## src/hw/tmc_params.svh

```systemverilog
// constants for the dual timer mode control block
`ifndef TMC_PARAMS_SVH
`define TMC_PARAMS_SVH

`define TMC_MODE_ADDR    8'h89
`define TMC_MODE_RESET   8'h00
`define TMC_T1_GATE_BIT  7
`define TMC_T1_CSEL_BIT  6
`define TMC_T1_MODE_LSB  4
`define TMC_T0_GATE_BIT  3
`define TMC_T0_CSEL_BIT  2
`define TMC_T0_MODE_LSB  0
`define TMC_M13_LOW_TOP  5'h1f
`define TMC_BYTE_TOP     8'hff
`define TMC_PSC_DIV12    2'b00
`define TMC_PSC_DIV4     2'b01
`define TMC_PSC_DIV48    2'b10
`define TMC_PSC_EXT8     2'b11
`define TMC_DIV48_LAST   6'd47
`define TMC_DIV12        6'd12
`define TMC_DIV12_LAST   6'd11
`define TMC_DIV4_LAST    2'b11
`define TMC_EXT8_LAST    3'd7
`define TMC_IN_T0        0
`define TMC_IN_T1        1
`define TMC_IN_IRQ0      2
`define TMC_IN_IRQ1      3
`define TMC_IN_XOSC      4
`define TMC_IN_COUNT     5

`endif

```

## src/hw/tmc_pkg.sv

```systemverilog
// types shared by the dual timer mode control block
`default_nettype none
package tmc_pkg;
    typedef enum logic [1:0] {TMC_MODE_13BIT, TMC_MODE_16BIT, TMC_MODE_8RELOAD, TMC_MODE_ALT} tmc_mode_t;
    typedef struct packed {
        logic       wr;
        logic       rd;
        logic [7:0] addr;
        logic [7:0] wdata;
    } tmc_sfr_req_t;
    typedef struct packed {
        logic run;
        logic irq_polarity;
        logic clk_select;
    } tmc_tmr_ctl_t;
    typedef struct packed {
        logic       lo_we;
        logic       hi_we;
        logic [7:0] data;
    } tmc_load_t;
    typedef struct packed {
        logic       ovf;
        logic [7:0] hi;
        logic [7:0] lo;
    } tmc_step_t;
endpackage
`default_nettype wire

```

## src/hw/tmc_core.sv

```systemverilog
// dual timer with shared mode register, gating and clock source choice
// Notes on behaviour
// gate bit clear: timer 1 runs whenever its run bit is set, except in mode 3
// gate bit set: timer 1 also needs its interrupt pin at the chosen level
// count select clear: timer 1 steps on the chosen internal timebase
// count select set: timer 1 steps once per falling edge of its count pin
// timer 1 modes: 13-bit, 16-bit, 8-bit auto-reload, stopped
// timer 0 gating works exactly as timer 1 with its own pin and polarity
// timer 0 steps on its chosen timebase or on falling edges of its pin
// timer 0 modes: 13-bit, 16-bit, 8-bit auto-reload, two 8-bit timers
// register: timer 1 fields upper nibble, timer 0 lower; gate, select, mode
// sources: clock, /4, /12, /48, external oscillator /8, count pin
// auto-reload mode reloads the low byte from the high byte on overflow
// external inputs synchronised, falling edges found from registered samples
`include "tmc_params.svh"
`default_nettype none
module tmc_core #(
    parameter int SYNC_STAGES = 2
) (
    input  wire logic                 clk_sys,
    input  wire logic                 rst_n,
    input  wire tmc_pkg::tmc_sfr_req_t sfr_req,
    output logic [7:0]                sfr_rdata,
    output logic [7:0]                timer_mode_reg,
    input  wire tmc_pkg::tmc_tmr_ctl_t timer0_ctl,
    input  wire tmc_pkg::tmc_tmr_ctl_t timer1_ctl,
    input  wire logic [1:0]           prescale_select,
    input  wire tmc_pkg::tmc_load_t    timer0_load,
    input  wire tmc_pkg::tmc_load_t    timer1_load,
    input  wire logic                 ext_irq0_pin,
    input  wire logic                 ext_irq1_pin,
    input  wire logic                 timer0_count_input,
    input  wire logic                 timer1_count_input,
    input  wire logic                 ext_osc_in,
    output logic [15:0]               timer0_count,
    output logic [15:0]               timer1_count,
    output logic                      timer0_overflow,
    output logic                      timer1_overflow
);
    logic [`TMC_IN_COUNT-1:0] in_level;
    logic [`TMC_IN_COUNT-1:0] in_fall;
    logic                     presc_tick;

    if (SYNC_STAGES < 2) $error("tmc_core: SYNC_STAGES must be at least 2");

    tmc_timebase #(
        .SYNC_STAGES (SYNC_STAGES),
        .N_IN        (`TMC_IN_COUNT)
    ) u_timebase (
        .clk_sys         (clk_sys),
        .rst_n           (rst_n),
        .async_in        ({ext_osc_in, ext_irq1_pin, ext_irq0_pin, timer1_count_input, timer0_count_input}),
        .prescale_select (prescale_select),
        .in_level        (in_level),
        .in_fall         (in_fall),
        .presc_tick      (presc_tick)
    );

    // one step of a timer in a given mode; overflow comes out beside the value
    function automatic tmc_pkg::tmc_step_t step(input tmc_pkg::tmc_mode_t m, input logic [7:0] hi,
                                               input logic [7:0] lo);
        tmc_pkg::tmc_step_t s;
        s = '{ovf: 1'b0, hi: hi, lo: lo};
        unique case (m)
            tmc_pkg::TMC_MODE_13BIT:
            begin
                // low five bits act as a prescaler below the high byte
                s.lo[4:0] = lo[4:0] + 5'd1;
                if (lo[4:0] == `TMC_M13_LOW_TOP)
                begin
                    s.hi  = hi + 8'd1;
                    s.ovf = (hi == `TMC_BYTE_TOP);
                end
            end
            tmc_pkg::TMC_MODE_16BIT:
                {s.ovf, s.hi, s.lo} = {1'b0, hi, lo} + 17'd1;
            tmc_pkg::TMC_MODE_8RELOAD:
            begin
                if (lo == `TMC_BYTE_TOP)
                begin
                    s.lo  = hi; // reload from the high byte
                    s.ovf = 1'b1;
                end
                else
                    s.lo = lo + 8'd1;
            end
            tmc_pkg::TMC_MODE_ALT:
            begin
                s.lo  = lo + 8'd1;
                s.ovf = (lo == `TMC_BYTE_TOP);
            end
        endcase
        return s;
    endfunction

    // mode register decode, fixed field layout
    wire timer0_gate_ctl = timer_mode_reg[`TMC_T0_GATE_BIT];
    wire timer1_gate_ctl = timer_mode_reg[`TMC_T1_GATE_BIT];
    wire csel0 = timer_mode_reg[`TMC_T0_CSEL_BIT];
    wire csel1 = timer_mode_reg[`TMC_T1_CSEL_BIT];
    wire tmc_pkg::tmc_mode_t mode0 = tmc_pkg::tmc_mode_t'(timer_mode_reg[`TMC_T0_MODE_LSB +: 2]);
    wire tmc_pkg::tmc_mode_t mode1 = tmc_pkg::tmc_mode_t'(timer_mode_reg[`TMC_T1_MODE_LSB +: 2]);
    wire mode_hit = (sfr_req.addr == `TMC_MODE_ADDR);

    // gate pins compare against the chosen active level
    wire irq0_active = (in_level[`TMC_IN_IRQ0] == timer0_ctl.irq_polarity);
    wire irq1_active = (in_level[`TMC_IN_IRQ1] == timer1_ctl.irq_polarity);

    // timebase: full rate when clk_select set, else the shared prescaler
    wire base0 = timer0_ctl.clk_select | presc_tick;
    wire base1 = timer1_ctl.clk_select | presc_tick;
    wire src0  = csel0 ? in_fall[`TMC_IN_T0] : base0;
    wire src1  = csel1 ? in_fall[`TMC_IN_T1] : base1;

    // run enables; mode 3 parks timer 1 but lets timer 0 split
    wire split0 = (mode0 == tmc_pkg::TMC_MODE_ALT);
    wire run0   = timer0_ctl.run & (~timer0_gate_ctl | irq0_active);
    wire run1   = timer1_ctl.run & (~timer1_gate_ctl | irq1_active) & (mode1 != tmc_pkg::TMC_MODE_ALT);
    wire en0    = run0 & src0;
    wire en1    = run1 & src1;
    // split mode: upper byte of timer 0 borrows timer 1's run bit, internal base only
    wire en0h   = split0 & timer1_ctl.run & base0;

    wire tmc_pkg::tmc_step_t st0 = step(mode0, timer0_count[15:8], timer0_count[7:0]);
    wire tmc_pkg::tmc_step_t st1 = step(mode1, timer1_count[15:8], timer1_count[7:0]);
    wire [8:0] th0_inc = {1'b0, timer0_count[15:8]} + 9'd1;

    // next counter values; a software load beats a step in the same cycle
    wire [7:0] next_tl0 = timer0_load.lo_we ? timer0_load.data : (en0 ? st0.lo : timer0_count[7:0]);
    wire [7:0] next_th0 = timer0_load.hi_we ? timer0_load.data
                        : split0 ? (en0h ? th0_inc[7:0] : timer0_count[15:8])
                        : (en0 ? st0.hi : timer0_count[15:8]);
    wire [7:0] next_tl1 = timer1_load.lo_we ? timer1_load.data : (en1 ? st1.lo : timer1_count[7:0]);
    wire [7:0] next_th1 = timer1_load.hi_we ? timer1_load.data : (en1 ? st1.hi : timer1_count[15:8]);
    wire next_ovf0 = en0 & st0.ovf;
    wire next_ovf1 = (en1 & st1.ovf) | (en0h & th0_inc[8]);
    wire [7:0] next_rdata = (sfr_req.rd && mode_hit) ? timer_mode_reg : 8'h00;

    // mode register, written whole at its own address
    always_ff @(posedge clk_sys)
    begin
        if (!rst_n)
            timer_mode_reg <= `TMC_MODE_RESET;
        else if (sfr_req.wr && mode_hit)
            timer_mode_reg <= sfr_req.wdata;
    end

    // read data registered; unmapped reads return zero
    always_ff @(posedge clk_sys)
    begin
        if (!rst_n)
            sfr_rdata <= 8'h00;
        else
            sfr_rdata <= next_rdata;
    end

    // counters and one-cycle overflow pulses
    always_ff @(posedge clk_sys)
    begin
        if (!rst_n)
        begin
            timer0_count    <= 16'h0000;
            timer1_count    <= 16'h0000;
            timer0_overflow <= 1'b0;
            timer1_overflow <= 1'b0;
        end
        else
        begin
            timer0_count    <= {next_th0, next_tl0};
            timer1_count    <= {next_th1, next_tl1};
            timer0_overflow <= next_ovf0;
            timer1_overflow <= next_ovf1;
        end
    end

    wire no_ld1 = ~timer1_load.lo_we & ~timer1_load.hi_we;
    wire no_ld0 = ~timer0_load.lo_we & ~timer0_load.hi_we;
endmodule
`default_nettype wire

```

## src/hw/tmc_timebase.sv

```systemverilog
// input synchronisers, falling-edge detect and shared prescaler
`include "tmc_params.svh"
`default_nettype none
module tmc_timebase #(
    parameter int SYNC_STAGES = 2,
    parameter int N_IN        = `TMC_IN_COUNT
) (
    input  wire logic            clk_sys,
    input  wire logic            rst_n,
    input  wire logic [N_IN-1:0] async_in,
    input  wire logic [1:0]      prescale_select,
    output logic      [N_IN-1:0] in_level,
    output logic      [N_IN-1:0] in_fall,
    output logic                 presc_tick
);
    logic [5:0] div_cnt;
    logic [2:0] ext_cnt;
    logic [N_IN-1:0] prev;

    if (SYNC_STAGES < 2) $error("tmc_timebase: SYNC_STAGES must be at least 2");
    if (N_IN != `TMC_IN_COUNT) $error("tmc_timebase: N_IN must match the input map");

    // per input: a plain chain, the last stage feeds the edge detector and the level output
    for (genvar i = 0; i < N_IN; i++)
    begin : g_sync
        logic [SYNC_STAGES-1:0] chain;
        always_ff @(posedge clk_sys)
        begin
            if (!rst_n)
                chain <= '0;
            else
                chain <= {chain[SYNC_STAGES-2:0], async_in[i]};
        end
        assign in_level[i] = chain[SYNC_STAGES-1];
    end

    // one extra sample so each high-to-low step is seen exactly once
    always_ff @(posedge clk_sys)
    begin
        if (!rst_n)
            prev <= '0;
        else
            prev <= in_level;
    end
    assign in_fall = prev & ~in_level;

    // one divider serves /4, /12 and /48 since 48 is a multiple of both
    always_ff @(posedge clk_sys)
    begin
        if (!rst_n)
            div_cnt <= '0;
        else
            div_cnt <= (div_cnt == `TMC_DIV48_LAST) ? 6'd0 : div_cnt + 6'd1;
    end

    // external oscillator divided by eight, counted on its sampled edges
    always_ff @(posedge clk_sys)
    begin
        if (!rst_n)
            ext_cnt <= '0;
        else if (in_fall[`TMC_IN_XOSC])
            ext_cnt <= ext_cnt + 3'd1;
    end

    wire tick4  = (div_cnt[1:0] == `TMC_DIV4_LAST);
    wire tick12 = ((div_cnt % `TMC_DIV12) == `TMC_DIV12_LAST);
    wire tick48 = (div_cnt == `TMC_DIV48_LAST);
    wire tick8x = in_fall[`TMC_IN_XOSC] && (ext_cnt == `TMC_EXT8_LAST);

    // prescaled source choice
    always_comb
    begin
        unique case (prescale_select)
            `TMC_PSC_DIV12: presc_tick = tick12;
            `TMC_PSC_DIV4:  presc_tick = tick4;
            `TMC_PSC_DIV48: presc_tick = tick48;
            `TMC_PSC_EXT8:  presc_tick = tick8x;
        endcase
    end
endmodule
`default_nettype wire

```

## config.mk

```make
export PLATFORM = sky130hd
export DESIGN_NAME = tmc_core
export DESIGN_NICKNAME = d
export VERILOG_FILES = /design/src/hw/tmc_pkg.sv /design/src/hw/tmc_core.sv /design/src/hw/tmc_timebase.sv
export VERILOG_INCLUDE_DIRS = /design/src /design/src/hw
export SDC_FILE = /design/constraint.sdc
export NUM_CORES = 1
export LEC_CHECK = 0
export ABC_AREA = 1
export BUFFER_PORTS_ARGS = -buffer_cell sky130_fd_sc_hd__buf_2
export CORE_ASPECT_RATIO = 0.9
export CORE_MARGIN = 1
export CORE_UTILIZATION = 48
export CTS_BUF_LIST = sky130_fd_sc_hd__clkbuf_8
export DETAILED_ROUTE_END_ITERATION = 12
export PLACE_DENSITY = 0.86
export RECOVER_POWER = 25
export SETUP_SLACK_MARGIN = 0.05
export SLEW_MARGIN = 25
export SYNTH_ARGS = -nofsm -noshare
export SYNTH_HDL_FRONTEND = slang
export SYNTH_SLANG_ARGS = --single-unit
export TNS_END_PERCENT = 1
```

## constraint.sdc

```tcl
create_clock -name clk_sys -period 1.7 [get_ports clk_sys]
set_input_delay 0.085 -clock clk_sys [delete_from_list [all_inputs] [get_ports clk_sys]]
set_output_delay 0.085 -clock clk_sys [all_outputs]
set_load 0.01 [all_outputs]
```

# --- After elaboration in Yosys (flattened, before gate mapping) ---
# Cells that the tools add are included.
totals:
  n_memories: 0
  rom_bits: 0
  in_bits: 53
  output_inout_bits: 50
  latch_bits: 0
  regBits: 74
  ram_bits: 0
  elab_cells: 123
classes:
  order_cmp: 0
  add_sub_neg: 11
  n_eq_ne: 26
  reduce_logical: 20
  n_bitwise: 20
  n_mul: 0
  div: 1
  shifts: 0
  mux: 27
ops:
  columns: ["operator", "count"]
  rows:
  - ["$mux W8", 12]
  - ["$eq A8 B8 Y1 const B", 5]
  - ["$pmux W5 S4", 2]
  - ["$add A16 B1 Y17 const B", 2]
  - ["$add A8 B1 Y8 const B", 4]
  - ["$pmux W8 S2", 2]
  - ["$mux W9", 2]
  - ["$pmux W3 S3", 2]
  - ["$eq A2 B2 Y1 const B", 7]
  - ["$pmux W1 S4", 3]
  - ["$reduce_bool A4 Y1", 3]
  - ["$add A5 B1 Y5 const B", 2]
  - ["$and A1 B1 Y1", 10]
  - ["$eq A5 B5 Y1 const B", 2]
  - ["$add A8 B1 Y9 const B", 1]
  - ["$add A6 B1 Y6 const B", 1]
  - ["$eq A2 B1 Y1 const B", 3]
  - ["$eq A6 B4 Y1 const B", 1]
  - ["$eq A6 B6 Y1 const B", 1]
  - ["$logic_not A2 Y1", 3]
  - ["$mod A6 B4 Y6 const B", 1]
  - ["$reduce_and A2 Y1", 3]
  - ["$reduce_bool A2 Y1", 3]
  - ["$reduce_bool A3 Y1", 2]
  - ["16 further kinds", 28]

# --- Logic depth before layout (Yosys ltp) ---
depth:
  ltp_word: 10
  depth_mapped: 16
  mapped_depth_nobuf: 16

# --- Cells and area by module ---
# A second synthesis with hierarchy kept.
unflattened:
  cells_unflattened: 724
  area_unflattened_um2: 4601.9
modules_own_cells:
  columns: ["mod", "n_inst", "area_per_inst_um2", "cells_per_inst", "seq_area_each_um2"]
  rows:
  - ["tmc_core", 1, 3618.5, 598, 1001.0]
  - ["tmc_timebase", 1, 983.4, 126, 480.5]

# --- Worst setup path after synthesis ---
# Ideal clock, no wire load.
synth_path:
  path_kind: "reg2reg"
  from: "reg timer1_count[0]"
  to: "reg timer1_count[14]"
  arrival_time_ns: 1.833
  setup_time_ns: 0.064
  slack_ns: -0.197
  period_less_slack_ns: 1.897
  n_path_buf: 0
  stages_incl_launch_ff: 12
  t_required_ns: 1.636
  cell_sequence: "dfxtp_1 ha_1 nand2_1 nor2_4 ha_1 inv_1 nor2_1 nand2_1 a21oi_1 a211oi_1 o21a_1 nor2_1"
synth_via:
  elab_chain_len: 4
  word_cells_on_any_way: 7
  cone_classes: "add/sub: 1; eq/ne: 2; mux: 3; reduce/logical: 1"
synth_rtl:
  columns: ["item", "line_no", "source"]
  rows:
  - ["from (decl)", "tmc_core.sv:36", "output logic [15:0] timer1_count,"]
  - ["from (signal assigned)", "tmc_core.sv:170", "timer1_count <= {next_th1, next_tl1};"]
  - ["$add A16 B1 Y17", "tmc_core.sv:76", "{s.ovf, s.hi, s.lo} = {1'b0, hi, lo} + 17'd1;"]
  - ["$pmux W8 S2", "tmc_core.sv:64", "unique case (m)"]
  - ["$mux W8 (2 in series)", "tmc_core.sv:134", "wire [7:0] next_th1 = timer1_load.hi_we ? timer1_load.data : (en1 ? st1.hi : timer1_count[15:8]);"]
# Several ways; a longest one is shown, not always the timed one. The select of a mux whose other input is x is not followed.
# A chain may end at the register's enable or synchronous reset.

# --- Worst setup path in the final report ---
layout_path:
  from: "reg u_timebase.div_cnt[2]"
  to: "reg timer0_count[3]"
layout_via:
  elab_chain_len: 7
  word_cells_on_any_way: 8
  cone_classes: "div: 1; eq/ne: 2; mux: 2; bitwise: 2; reduce/logical: 1"
layout_rtl:
  columns: ["item", "line_no", "source"]
  rows:
  - ["from (decl)", "tmc_timebase.sv:16", "logic [5:0] div_cnt;"]
  - ["from (signal assigned)", "tmc_timebase.sv:53", "div_cnt <= (div_cnt == `TMC_DIV48_LAST) ? 6'd0 : div_cnt + 6'd1;"]
  - ["$mod A6 B4 Y6 (no line)", null, null]
  - ["$eq A6 B4 Y1 (no line)", null, null]
  - ["$pmux W1 S4 *", "tmc_timebase.sv:73", "unique case (prescale_select)"]
  - ["$or A1 B1 Y1 *", "tmc_core.sv:110", "wire base0 = timer0_ctl.clk_select | presc_tick;"]
  - ["$mux W1 *", "tmc_core.sv:112", "wire src0 = csel0 ? in_fall[`TMC_IN_T0] : base0;"]
  - ["$and A1 B1 Y1 *", "tmc_core.sv:119", "wire en0 = run0 & src0;"]
  - ["$reduce_bool A2 Y1 (no line) *", null, null]
  - ["to (signal assigned)", "tmc_core.sv:169", "timer0_count <= {next_th0, next_tl0};"]
  - ["to (decl)", "tmc_core.sv:35", "output logic [15:0] timer0_count,"]
# Every way passes the cells marked *; elsewhere a longest branch is shown, timed or not.

==> metrics.csv <==
metric,value,unit
result of the run,"finished, violations left",
violations in the final reports,negative setup slack,
number of search-and-repair iterations in the first detailed-routing pass,7,
worst path cell trace,buf_4 > nand2_2 > clkinv_2 > nand2_2 > nor2_1 > nand3_1 > nand2_1 > inv_2 > nand4_1 > nand2_2 > buf_6 > nor2_4 > nand2_1 > o211a_1,
clock transition time at the flip-flop clock pins of the worst setup and hold paths,0.09,ns
CP Data Arrival Time,2.15,ns
fill cell total of the finished layout,656,
unrepaired setup endpoints after global routing,true,
Worst path most repeated cell,sky130_fd_sc_hd__nand2_2,
initial DRC count,413,
routed length per placed instance,14.90,um
post-synthesis mux area share,0,
most area-consuming cells after synthesis,"sky130_fd_sc_hd__dfxtp_1, sky130_fd_sc_hd__nand2_1, sky130_fd_sc_hd__nor2_1, sky130_fd_sc_hd__inv_1, sky130_fd_sc_hd__a21oi_1",
met3 usage,0.06652,
Clock H-tree levels,3,
final non-filler cell total,980,
drt drc,0,
upper clock frequency limit,541.5,MHz
maximum fanout along the worst path,5,
area share of fa/ha/maj cells after synthesis,0.03946,
cell type with the largest total area after synthesis,sky130_fd_sc_hd__dfxtp_1,
highest ir drop seen on vdd,0.0006155,V
delay of the slowest cell on the worst path,0.37,ns
path class of the lowest-slack min-delay path,input pin to register,
Synth warnings,0,
Cell Pwr Density,659.5,nW/um^2
fraction of the yosys area taken by sequential cells,0.3247,
Inserted Clock Buffers,9,
total number of placement rows,32,
register bit count reported by yosys,72,
XOR/XNOR share of the synthesized area,0.03157,
Starting Density,0.5063,
ANT cells,0,
final setup skew,0.01326,ns
die extent in y,93.24,um
Max Buffers Root-to-Sink,2,
transition at the pin with the smallest max-transition slack,0.7431,ns
met1 track demand over resource,0.4001,
total grt overflow,0,
Regs by FF count,"timer0_count x16, timer1_count x16, u_timebase.g_sync.chain x10",
relative area change from synthesis to final layout,42.53,%
Worst Slack Setup Final,-0.1468,ns
share of cells above drive strength 1,0.3589,
Sum Neg Setup Slack,-1.631,ns
share of the synthesized area in the top cell type,0.3247,
placed cell count,949,
final cell utilization of the core,0.7216,
final standard cell area without fillers,6327,um^2
"Worst Path Class, Setup",register to register,
headroom to the max-slew limit,0.5041,
layer carrying the most global-route usage,met2,
number of nets in the final layout,924,
syn_nets,731,
Min Hold Slack,0.006623,ns
"Clk Latency, worst-skew pair",0.36,ns
placed wire-length estimate after detailed placement,10470,um
final setup vio count,26,
main combinational cell family by area after synthesis,simple AND/OR/NAND/NOR gates,
Total Die Area,9638,um^2
Crit path required time,2.00,ns
maximum capacitance violations,0,
Mapped Area,4439,um^2
Synth Instances,664,
type of origin of the critical path,register,
final worst-path cycle share,1.086,
largest net degree at the start of global routing,20,
distinct cell type count after synthesis,43,
detailed-route vias per instance,5.399,
Die W,103.4,um
Port Buffer Count,102,
Final Max Slew Viols,0,
met2 track demand over resource,0.5006,
final hold violation count,0,
leak pwr,0.002972,uW
total number of vias,5291,
GRT Util Overall,0.3058,
crit path max-delay cell type,sky130_fd_sc_hd__dfxtp_4,
buffer cell driving the clock tree root,sky130_fd_sc_hd__clkbuf_8,
global placer's final weighted congestion,1.033,
Boundary Pins,103,
via count of the first global-routing pass,4946,
"synthesized-area fraction occupied by ao, oa, aoi and oai cells",0.1753,
core box area,8768,um^2
wire length reported by the detailed router,14600,um
category of the worst setup path capture point,register,
clock tree from TritonCTS,built,
DP Area,5667,um^2
antenna violations before repair,0,
number of routed nets with antenna violations,0,
average instance area after synthesis,6.686,um^2
number of clock sinks,72,
global-route wire length before repair,22810,um
synthesized-area fraction occupied by and/or/nand/nor cells,0.3219,
shortest clock period the worst path allows after layout,1.847,ns
==> where the power goes <==
group	total, uW	switching [uW]	internal [uW]
Clock	1560	730	829
Sequential	1830	70.5	1760
Combinational	782	446	337
Total	4170	1250	2930
==> area by class of cell <==
class,count,area (um^2),area share
clock buffer,9,123.9,0.01958
timing repair buffer,197,1250,0.1975
multi-input combinational,485,2872,0.4538
tap,119,148.9,0.02353
inverter,92,361.6,0.05715
sequential,72,1478,0.2335
clock inverter,6,93.84,0.01483
==> what timing repair did <==
| action | CTS | global route |
|---|---|---|
| pin swaps | 15 | 22 |
| gates resized for setup | 31 | 65 |
| hold buffers | 6 | 0 |
| gates cloned | 1 | 1 |
| endpoints found under the setup margin | 34 | 34 |
| hold endpoints to repair | 6 | 0 |
| setup buffers | 4 | 4 |
==> metrics by stage <==
step	worst slack [ns]	total power (uW)
after CTS	-0.04724	4126
after global placement	-0.05764	2535
after floorplan	0.01616	2256
final	-0.1468	4173
after detailed placement	-0.1215	2559
after global routing	-0.2119	4348
==> placed cells by master, fill, tap and decap left out, drive strengths merged, types with 3 or more instances in the layout <==
master and n:
a211oi 11, a21oi 56, a22oi 8, a31oi 4
buf 184, clkbuf 16, clkinv 5, dfxtp 72
dlygate4sd3 6, ha 14, inv 90, nand2 146
nand3 56, nand4 12, nor2 92, nor3 10
o211ai 6, o21ai 39, o22ai 3, xnor2 4
xor2 12
==> worst paths after layout <==
check	start	end	slack, ns	cells after the start
worst max-delay path	u_timebase.div_cnt[2]$_SDFF_PP0_	timer0_count[3]$_SDFFE_PN0P_	-0.15	14
worst max register to register	u_timebase.div_cnt[2]$_SDFF_PP0_	timer0_count[3]$_SDFFE_PN0P_	-0.15	14
worst min-delay path	sfr_req[4]	timer_mode_reg[4]$_SDFFE_PN0P_	0.007	3
worst min register to register	u_timebase.g_sync[3].chain[0]$_SDFF_PN0_	u_timebase.g_sync[3].chain[1]$_SDFF_PN0_	0.43	2
==> layer usage <==
metal  wire [um]  share of wire
met3        1200          0.082
met5           0              0
met2        6931           0.47
met4         257          0.018
met1        6215           0.43
==> Yosys cell counts (all sizes together) <==
| cell | number |
|---|---|
| dfxtp | 72 |
| a31o | 1 |
| inv | 89 |
| o21a | 2 |
| o22ai | 3 |
| o21ai | 39 |
| xor2 | 12 |
| or2 | 1 |
| nor4 | 2 |
| o211a | 1 |
| ha | 14 |
| clkinv | 3 |
| a21oi | 56 |
| a32oi | 1 |
| buf | 10 |
| nor3 | 10 |
| a211oi | 11 |
| nand2 | 144 |
| nand3 | 56 |
| clkbuf | 7 |
| a31oi | 4 |
| a22oi | 8 |
| nor2 | 92 |
| o211ai | 6 |
| a41oi | 1 |
| nand4 | 12 |
| nor3b | 2 |
| xnor2 | 4 |
| o311ai | 1 |
==> worst max-delay path, delay by kind of cell, from the launching register on <==
family,cells,cell delay [ns]
AND/OR/NAND/NOR,9,0.83
buffers and inverters,4,0.44
AO/OA/AOI/OAI,1,0.15
flip-flops,1,0.37
==> cell families after synthesis <==
| group | after synthesis |
|---|---|
| simple gates | 319 |
| compound gates | 134 |
| buf+inv | 109 |
| flops | 72 |
| xor+xnor | 16 |
| fa+ha+maj | 14 |
(Power assumes the default switching activity.)
